`src/phycfg_pkg.sv`:
```
package phycfg_pkg;
  // ---------------------------------------------------------------------------
  // Register map
  // ---------------------------------------------------------------------------
  localparam int          REG_ADDR_W        = 5;
  localparam int          REG_DATA_W        = 16;
  localparam logic [4:0]  ADDR_AUTONEG_EXP  = 5'h06;
  localparam logic [4:0]  ADDR_VENDOR_CFG   = 5'h10;

  // ---------------------------------------------------------------------------
  // Expansion register fields
  // ---------------------------------------------------------------------------
  localparam int EXP_PDF_BIT      = 4;
  localparam int EXP_LP_NP_BIT    = 3;
  localparam int EXP_NP_BIT       = 2;
  localparam int EXP_PAGE_RX_BIT  = 1;
  localparam int EXP_LP_AN_BIT    = 0;

  // ---------------------------------------------------------------------------
  // Configuration register fields
  // ---------------------------------------------------------------------------
  localparam int CFG_BP_CODING_BIT = 15;
  localparam int CFG_BYPASS_SCRAMBLING_BIT    = 14;
  localparam int CFG_BYPASS_SYMBOL_ALIGNMENT_BIT  = 13;
  localparam int CFG_FORCE_SD_BIT  = 12;
  localparam int CFG_RSVD11_BIT    = 11;
  localparam int CFG_TXFX_BIT      = 10;
  localparam int CFG_RSVD8_BIT     = 8;
  localparam int CFG_FLINK_BIT     = 7;
  localparam int CFG_RSVD6_BIT     = 6;
  localparam int CFG_RSVD5_BIT     = 5;
  localparam int CFG_RPD_BIT       = 4;
  localparam int CFG_STATE_MACHINE_RESET_BIT     = 3;
  localparam int CFG_PRE_SUP_BIT   = 2;
  localparam int CFG_SLEEP_BIT     = 1;
  localparam int CFG_LOOP_BIT      = 0;

  // Writable bits; bit 9 and the sequencer bits are handled apart.
  localparam logic [15:0] CFG_RW_MASK   = 16'hFDF5;
  localparam logic [15:0] CFG_RESET_VAL = 16'h0414;

  // ---------------------------------------------------------------------------
  // Timing
  // ---------------------------------------------------------------------------
  localparam int          CLK_FREQ_HZ      = 20000000;
  localparam int          SM_RESET_NS      = 1000;
  localparam int          SM_RESET_CYCLES  = (SM_RESET_NS * (CLK_FREQ_HZ / 1000000) + 999) / 1000;
  localparam int          SM_CNT_W         = 8;

  typedef enum logic [1:0] {
    PHYCFG_RUN,
    PHYCFG_SMRESET,
    PHYCFG_SLEEP
  } phycfg_state_t;
endpackage : phycfg_pkg

```
`src/phycfg_regs.sv`:
```
`timescale 1ns/1ps
`default_nettype none
module phycfg_regs
  import phycfg_pkg::*;
#(
  parameter int SM_RESET_LEN = SM_RESET_CYCLES
) (
  // Clock and reset
  input  wire logic                                 clk,
  input  wire logic                                 srst,
  // Register port
  input  wire logic [phycfg_pkg::REG_ADDR_W-1:0]    regAddr,
  input  wire logic [phycfg_pkg::REG_DATA_W-1:0]    regWdata,
  input  wire logic                                 regWr,
  input  wire logic                                 regRd,
  output logic      [phycfg_pkg::REG_DATA_W-1:0]    regRdata,
  // Status from the negotiation logic, asynchronous to clk
  input  wire logic                                 parallelDetectFaultIn,
  input  wire logic                                 partnerNextPageIn,
  input  wire logic                                 pageReceivedIn,
  input  wire logic                                 partnerAutonegIn,
  input  wire logic                                 lineSignalDetect,
  input  wire logic                                 lineLinkGood,
  // Controls to the datapath
  output logic                                      bypassBlockCoding,
  output logic                                      bypassScrambling,
  output logic                                      bypassSymbolAlignment,
  output logic                                      signalDetect,
  output logic                                      copperFibreSelect,
  output logic                                      linkGood100,
  output logic                                      autoReducedPowerEnable,
  output logic                                      mgmtPreambleSuppress,
  output logic                                      remoteLoopOut,
  output logic                                      stateMachineReset,
  output logic                                      sleepMode
);
  import phycfg_pkg::*;

  // ---------------------------------------------------------------------------
  // Input synchronisers
  // ---------------------------------------------------------------------------
  logic [5:0] syncA_reg;
  logic [5:0] syncB_reg;
  logic       pageRxPrev_reg;
  logic       parallel_detect_fault;
  logic       lpNp;
  logic       pageRx;
  logic       lpAn;
  logic       sdLine;
  logic       linkLine;
  logic       pageRxEvent;

  always_ff @(posedge clk) begin
    if (srst) begin
      syncA_reg      <= 6'h00;
      syncB_reg      <= 6'h00;
      pageRxPrev_reg <= 1'b0;
    end else begin
      syncA_reg      <= {parallelDetectFaultIn, partnerNextPageIn, pageReceivedIn,
                         partnerAutonegIn, lineSignalDetect, lineLinkGood};
      syncB_reg      <= syncA_reg;
      pageRxPrev_reg <= syncB_reg[3];
    end
  end

  assign parallel_detect_fault         = syncB_reg[5];
  assign lpNp        = syncB_reg[4];
  assign pageRx      = syncB_reg[3];
  assign lpAn        = syncB_reg[2];
  assign sdLine      = syncB_reg[1];
  assign linkLine    = syncB_reg[0];
  // A new page is an edge, so one page is counted once however long it is held.
  assign pageRxEvent = pageRx & ~pageRxPrev_reg;

  // ---------------------------------------------------------------------------
  // Expansion register latches
  // ---------------------------------------------------------------------------
  logic expRead;
  logic pdfLatch_reg;
  logic pageLatch_reg;

  assign expRead = regRd && (regAddr == ADDR_AUTONEG_EXP);

  // A fault seen in the cycle of the read stays latched, so it is not lost.
  always_ff @(posedge clk) begin
    if (srst) begin
      pdfLatch_reg <= 1'b0;
    end else if (parallel_detect_fault) begin
      pdfLatch_reg <= 1'b1;
    end else if (expRead) begin
      pdfLatch_reg <= 1'b0;
    end
  end

  always_ff @(posedge clk) begin
    if (srst) begin
      pageLatch_reg <= 1'b0;
    end else if (pageRxEvent) begin
      pageLatch_reg <= 1'b1;
    end else if (expRead) begin
      pageLatch_reg <= 1'b0;
    end
  end

  // ---------------------------------------------------------------------------
  // Configuration register and sequencer
  // ---------------------------------------------------------------------------
  logic [15:0]    cfg_reg;
  logic [15:0]    cfgSaved_reg;
  logic           cfgWr;
  logic           wrSleep;
  logic           wrSmrst;
  phycfg_state_t  state_reg;
  logic [SM_CNT_W-1:0] smCnt_reg;

  assign cfgWr   = regWr && (regAddr == ADDR_VENDOR_CFG);
  assign wrSleep = regWdata[CFG_SLEEP_BIT];
  assign wrSmrst = regWdata[CFG_STATE_MACHINE_RESET_BIT];

  // Sequencer: run, timed state machine reset, sleep.
  // Sleep wins over a state reset in the same write; waking starts one anyway.
  always_ff @(posedge clk) begin
    if (srst) begin
      state_reg <= PHYCFG_RUN;
      smCnt_reg <= '0;
    end else begin
      case (state_reg)
        PHYCFG_RUN: begin
          if (cfgWr && wrSleep) begin
            state_reg <= PHYCFG_SLEEP;
          end else if (cfgWr && wrSmrst) begin
            state_reg <= PHYCFG_SMRESET;
            smCnt_reg <= SM_CNT_W'(SM_RESET_LEN - 1);
          end
        end
        PHYCFG_SMRESET: begin
          if (smCnt_reg == '0) begin
            state_reg <= PHYCFG_RUN;
          end else begin
            smCnt_reg <= smCnt_reg - 1'b1;
          end
        end
        PHYCFG_SLEEP: begin
          if (cfgWr && !wrSleep) begin
            state_reg <= PHYCFG_SMRESET;
            smCnt_reg <= SM_CNT_W'(SM_RESET_LEN - 1);
          end
        end
        default: begin
          state_reg <= PHYCFG_RUN;
        end
      endcase
    end
  end

  // While asleep only the sleep bit is honoured; waking restores the image
  // saved on entry, though during sleep the datapath controls follow the sleep write.
  always_ff @(posedge clk) begin
    if (srst) begin
      cfg_reg <= CFG_RESET_VAL;
    end else if (cfgWr && state_reg != PHYCFG_SLEEP) begin
      cfg_reg <= (regWdata & CFG_RW_MASK) & ~(16'h0001 << CFG_SLEEP_BIT);
      if (wrSleep) begin
        cfg_reg[CFG_SLEEP_BIT] <= 1'b1;
      end
    end else if (cfgWr && !wrSleep) begin
      cfg_reg <= cfgSaved_reg;
    end
  end

  // The image is taken before the sleep write lands, so waking brings back
  // the settings in force just before sleep.
  always_ff @(posedge clk) begin
    if (srst) begin
      cfgSaved_reg <= CFG_RESET_VAL;
    end else if (cfgWr && wrSleep && state_reg != PHYCFG_SLEEP) begin
      cfgSaved_reg <= cfg_reg;
    end
  end

  // ---------------------------------------------------------------------------
  // Read data
  // ---------------------------------------------------------------------------
  logic [15:0] expValue;
  logic [15:0] cfgValue;

  // Bits 3 and 0 are live views of the partner; bits 4 and 1 are latched.
  always_comb begin
    expValue                  = 16'h0000;
    expValue[EXP_PDF_BIT]     = pdfLatch_reg;
    expValue[EXP_LP_NP_BIT]   = lpNp;
    expValue[EXP_NP_BIT]      = 1'b0;
    expValue[EXP_PAGE_RX_BIT] = pageLatch_reg;
    expValue[EXP_LP_AN_BIT]   = lpAn;
    cfgValue                  = cfg_reg;
    cfgValue[CFG_STATE_MACHINE_RESET_BIT]   = (state_reg == PHYCFG_SMRESET);
    cfgValue[CFG_SLEEP_BIT]   = (state_reg == PHYCFG_SLEEP);
  end

  // Read data is zero outside the answer cycle, so a stale word is never
  // mistaken for a reply.
  always_ff @(posedge clk) begin
    if (srst) begin
      regRdata <= 16'h0000;
    end else if (regRd) begin
      case (regAddr)
        ADDR_AUTONEG_EXP: regRdata <= expValue;
        ADDR_VENDOR_CFG:  regRdata <= cfgValue;
        default:          regRdata <= 16'h0000;
      endcase
    end else begin
      regRdata <= 16'h0000;
    end
  end

  // ---------------------------------------------------------------------------
  // Datapath controls: coding, scrambling and alignment bypass
  // ---------------------------------------------------------------------------
  // Bit 13 bypasses every stage that bits 15 and 14 cover, so it feeds both.
  always_ff @(posedge clk) begin
    if (srst) begin
      bypassBlockCoding <= CFG_RESET_VAL[CFG_BP_CODING_BIT];
    end else begin
      bypassBlockCoding <= cfg_reg[CFG_BP_CODING_BIT] | cfg_reg[CFG_BYPASS_SYMBOL_ALIGNMENT_BIT];
    end
  end

  always_ff @(posedge clk) begin
    if (srst) begin
      bypassScrambling <= CFG_RESET_VAL[CFG_BYPASS_SCRAMBLING_BIT];
    end else begin
      bypassScrambling <= cfg_reg[CFG_BYPASS_SCRAMBLING_BIT] | cfg_reg[CFG_BYPASS_SYMBOL_ALIGNMENT_BIT];
    end
  end

  always_ff @(posedge clk) begin
    if (srst) begin
      bypassSymbolAlignment <= CFG_RESET_VAL[CFG_BYPASS_SYMBOL_ALIGNMENT_BIT];
    end else begin
      bypassSymbolAlignment <= cfg_reg[CFG_BYPASS_SYMBOL_ALIGNMENT_BIT];
    end
  end

  // ---------------------------------------------------------------------------
  // Datapath controls: line status overrides
  // ---------------------------------------------------------------------------
  // Forcing only adds a good status; a real line indication still gets through.
  always_ff @(posedge clk) begin
    if (srst) begin
      signalDetect <= CFG_RESET_VAL[CFG_FORCE_SD_BIT];
    end else begin
      signalDetect <= sdLine | cfg_reg[CFG_FORCE_SD_BIT];
    end
  end

  always_ff @(posedge clk) begin
    if (srst) begin
      linkGood100 <= CFG_RESET_VAL[CFG_FLINK_BIT];
    end else begin
      linkGood100 <= linkLine | cfg_reg[CFG_FLINK_BIT];
    end
  end

  // ---------------------------------------------------------------------------
  // Datapath controls: operating modes
  // ---------------------------------------------------------------------------
  always_ff @(posedge clk) begin
    if (srst) begin
      copperFibreSelect <= CFG_RESET_VAL[CFG_TXFX_BIT];
    end else begin
      copperFibreSelect <= cfg_reg[CFG_TXFX_BIT];
    end
  end

  always_ff @(posedge clk) begin
    if (srst) begin
      autoReducedPowerEnable <= CFG_RESET_VAL[CFG_RPD_BIT];
    end else begin
      autoReducedPowerEnable <= cfg_reg[CFG_RPD_BIT];
    end
  end

  always_ff @(posedge clk) begin
    if (srst) begin
      mgmtPreambleSuppress <= CFG_RESET_VAL[CFG_PRE_SUP_BIT];
    end else begin
      mgmtPreambleSuppress <= cfg_reg[CFG_PRE_SUP_BIT];
    end
  end

  always_ff @(posedge clk) begin
    if (srst) begin
      remoteLoopOut <= CFG_RESET_VAL[CFG_LOOP_BIT];
    end else begin
      remoteLoopOut <= cfg_reg[CFG_LOOP_BIT];
    end
  end

  // ---------------------------------------------------------------------------
  // Sequencer status
  // ---------------------------------------------------------------------------
  // Registered copies of the state, so the outputs never glitch on decoding.
  always_ff @(posedge clk) begin
    if (srst) begin
      stateMachineReset <= 1'b0;
    end else begin
      stateMachineReset <= (state_reg == PHYCFG_SMRESET);
    end
  end

  always_ff @(posedge clk) begin
    if (srst) begin
      sleepMode <= 1'b0;
    end else begin
      sleepMode <= (state_reg == PHYCFG_SLEEP);
    end
  end

endmodule // phycfg_regs
`default_nettype wire

```
`config.mk`:
```
export PLATFORM = sky130hd
export DESIGN_NAME = phycfg_regs
export DESIGN_NICKNAME = d
export VERILOG_FILES = /design/src/phycfg_pkg.sv /design/src/phycfg_regs.sv
export SDC_FILE = /design/constraint.sdc
export NUM_CORES = 1
export LEC_CHECK = 0
export CELL_PAD_IN_SITES_DETAIL_PLACEMENT = 1
export CELL_PAD_IN_SITES_GLOBAL_PLACEMENT = 1
export CORE_ASPECT_RATIO = 0.9
export CORE_MARGIN = 5
export CORE_UTILIZATION = 43
export CTS_CLUSTER_SIZE = 12
export DETAILED_ROUTE_END_ITERATION = 7
export DONT_BUFFER_PORTS = 1
export PLACE_DENSITY = 0.78
export REMOVE_ABC_BUFFERS = 1
export SLEW_MARGIN = 10
export SYNTH_ARGS = -nofsm -noshare
export SYNTH_HDL_FRONTEND = slang
export SYNTH_SLANG_ARGS = --single-unit
```
`constraint.sdc`:
```
create_clock -name clk -period 1.8 [get_ports clk]
set_clock_uncertainty 0.2 [all_clocks]
set_input_delay 0.09 -clock clk [delete_from_list [all_inputs] [get_ports clk]]
set_output_delay 0.09 -clock clk [all_outputs]
set_load 0.005 [all_outputs]
```
==> impl_metrics.yaml <==
outcome:
  outcome: "complete, but fails checks"
  violations: "hold timing"
clock_network:
  htreeDepth: 3
  cts.sinks: 80
  clock_latency_ns: 0.36
  cts_buffer_depth: 2
  cts_buffers: 9
  root_buffer: "clkbuf_8"
  cts_tree: "yes"
  path_clk_slew_ns: 0.09
floorplan:
  die_h_microns: 89.8
  die_w_microns: 98.7
  rows: 29
  coreArea_sq_mm: 0.00697
  dieArea_sq_mm: 0.00887
  io_pins: 58
  initial_core_util_pct: 43.7
final_layout:
  final_util_pct: 58.0
  diodes: 0
  fin_area_sq_mm: 0.00404
  fin_cells: 465
  final_common_cell: "dfxtp_1"
  nFillCells: 762
  final_nets: 400
  drive_gt1_share_pct: 21.5
  syn_to_final_growth_pct: 32.8
  final_cell_mix: "76 x dfxtp_1, 46 x dlygate4sd3_1, 38 x nor2_1"
  largest_reg_flops: 16
global_routing:
  antenna_found_initial: 0
  grt_pass1_wl_microns: 12700
  grt_pass1_vias: 2521
  grt_overflow_total: 0
  track_usage_pct: 18.0
  grt_max_degree: 59
critical_path:
  path_cells: "inv_2 -> ha_4 -> nor3b_4 -> a21o_1 -> nand2_4 -> a311oi_2"
  start_kind: "register"
  path_buf_inv: 1
  path_depth: 6
  rr_worst_depth: 6
  crit_path_max_incr_delay_ns: 0.33
  cp_top_family: "compound AO/OA/AOI/OAI gates"
  crit_type: "reg2reg"
  r2r_slack_ns: 0.03
  critPathRequiredTime_ns: 1.86
  worstReg2RegEnd: "smCnt_reg[3]"
  regToRegStartpoint: "smCnt_reg[0]"
  crit_fanout: 4
  startpoint: "smCnt_reg[0]"
  critPathCaptureType: "register"
  worstPathArrival_ns: 1.83
  critPathSlowestCell: "dfxtp_2"
  endpoint: "smCnt_reg[3]"
logic_synthesis:
  ys_top_cells_by_area: "dfxtp_1 53%, mux2i_1 4.9%, nor2_1 4.7%"
  async_reset_ff_share_pct: 0
  synth_top_area_share_pct: 52.6
  netlist_instances: 300
  syn_area_sq_mm: 0.00305
  yosysSeqAreaShare_pct: 52.6
  synth_top_cell_by_area: "dfxtp_1"
  synth_warnings: 0
  ys_ff_latch: 80
  synth_edf_count: 0
  syn_avg_cell_area_sq_um: 10.2
  ys.flop_type: "dfxtp_1"
  ys_types: 51
placement:
  io_buffer_count: 0
  placed_cell_area_sq_mm: 0.00326
  place_hpwl_microns: 4780
  place.gp.congestion: 0.794
  dpl.cell_count: 400
power_and_ir_drop:
  peakVddDrop_mv: 0.601
  p_leak_nw: 1.61
  p_per_area_mw_per_mm2: 829
drt:
  firstDrtPassIters: 4
  vias: 2472
  route.detailed.drc: 0
  vias_per_cell: 5.32
  drt-initial-drc-count: 123
  post_drt_wl_per_cell_microns: 17.1
  drt_wl_total_microns: 7970
  ant_nets: 0
timing:
  tightestPinTransition_ns: 0.427
  timing.slew.headroom_pct: 71.5
  tns_ns: 0
  fin_crit_sh_pct: 98.2
  hold_viol: 21
  hold_slack_ns: -0.242
  max_freq_mhz: 566
  final-max-slew-violation-count: 0
  rsz0062_at_grt: "true"
  setup_viol: 0
  period_minus_slack_ns: 1.77
job:
  maxCapViolCount: 0
min_path:
  hp-class: "in2reg"
==> synthesized netlist by cell type, types with 4 or more instances <==
cell      number
nor2b_1       17
a22oi_1        5
nor2_1        38
a21oi_1        9
nand2_1       16
a211oi_1       4
inv_1          4
a211oi_2       5
o21ai_0       13
or3_1          9
nor3_1         7
dfxtp_1       80
a311oi_1       5
nand2b_1       4
nand3_1        4
and2_1        12
mux2i_1       15
clkbuf_1       6
==> worst min path at each step <==
stage          cells past startpoint       endpoint  slack (ns)         from
3_5_place_dp                       1   syncA_reg[4]       -0.03         srst
4_1_cts                            1   smCnt_reg[1]       -0.43         srst
2_1_floorplan                      1    cfg_reg[11]       -0.05         srst
3_3_place_gp                       1  pageLatch_reg       -0.03         srst
5_1_grt                            2     cfg_reg[9]       -0.26  regWdata[1]
6_report                           2     cfg_reg[9]       -0.24  regWdata[1]
==> layer usage <==
layer,wire [microns],up-vias,track usage [%],part of all wire (%)
met5,0,-,0,0
met4,76,0,5.23,0.95
met3,408,7,6.11,5.1
met2,4070,59,30.5,51
met1,3410,1222,21.6,43
li1,-,1184,-,-
==> final cells by class <==
| cell class | instances | area (sq um) | area share [%] |
|---|---|---|---|
| clock inverters | 6 | 75.1 | 1.86 |
| well taps | 93 | 116 | 2.88 |
| clock buffers | 10 | 138 | 3.40 |
| inverters | 5 | 18.8 | 0.464 |
| flip-flops and latches | 80 | 1610 | 39.7 |
| repair buffers | 70 | 678 | 16.8 |
| multi-input cells | 201 | 1410 | 34.9 |
==> power breakdown <==
part	internal (mW)	switching, mW
Clock	0.700	0.697
Sequential	1.79	0.0105
Combinational	0.0925	0.0615
==> through the flow <==
step / worst slack (ns) / power (mW)
after detailed placement: -0.138 / 1.92
after floorplan: 0.0173 / 1.90
after CTS: -0.00496 / 3.36
final: 0.0329 / 3.35
after global routing: -0.0358 / 3.50
after global placement: 0.0184 / 1.91
==> worst reg2reg max path: stages (launching register included) <==
cell and delay, ns:
dfxtp_2 0.33, inv_2 0.07, ha_4 0.13, nor3b_4 0.24, a21o_1 0.27, nand2_4 0.11
a311oi_2 0.32
==> cell families (layout without fill, tap and decap cells) <==
kind of cell | count (synthesis) | in the layout | share of synthesized area, %
buffers and inverters | 19 | 91 | 3.29
AND/OR/NAND/NOR | 128 | 128 | 24.3
multiplexers | 16 | 16 | 5.30
adder cells (fa/ha/maj) | 2 | 2 | 0.822
flip-flops | 80 | 80 | 52.6
AO/OA/AOI/OAI | 55 | 55 | 13.7
==> timing repair <==
item,4_1_cts,5_1_grt
gates resized for setup,9,10
endpoints found under the setup margin,6,16
setup buffers,0,2
hold buffers,35,12
pin swaps,1,4
endpoints found under the hold margin,80,34
Power figures use the tool's default switching activity.
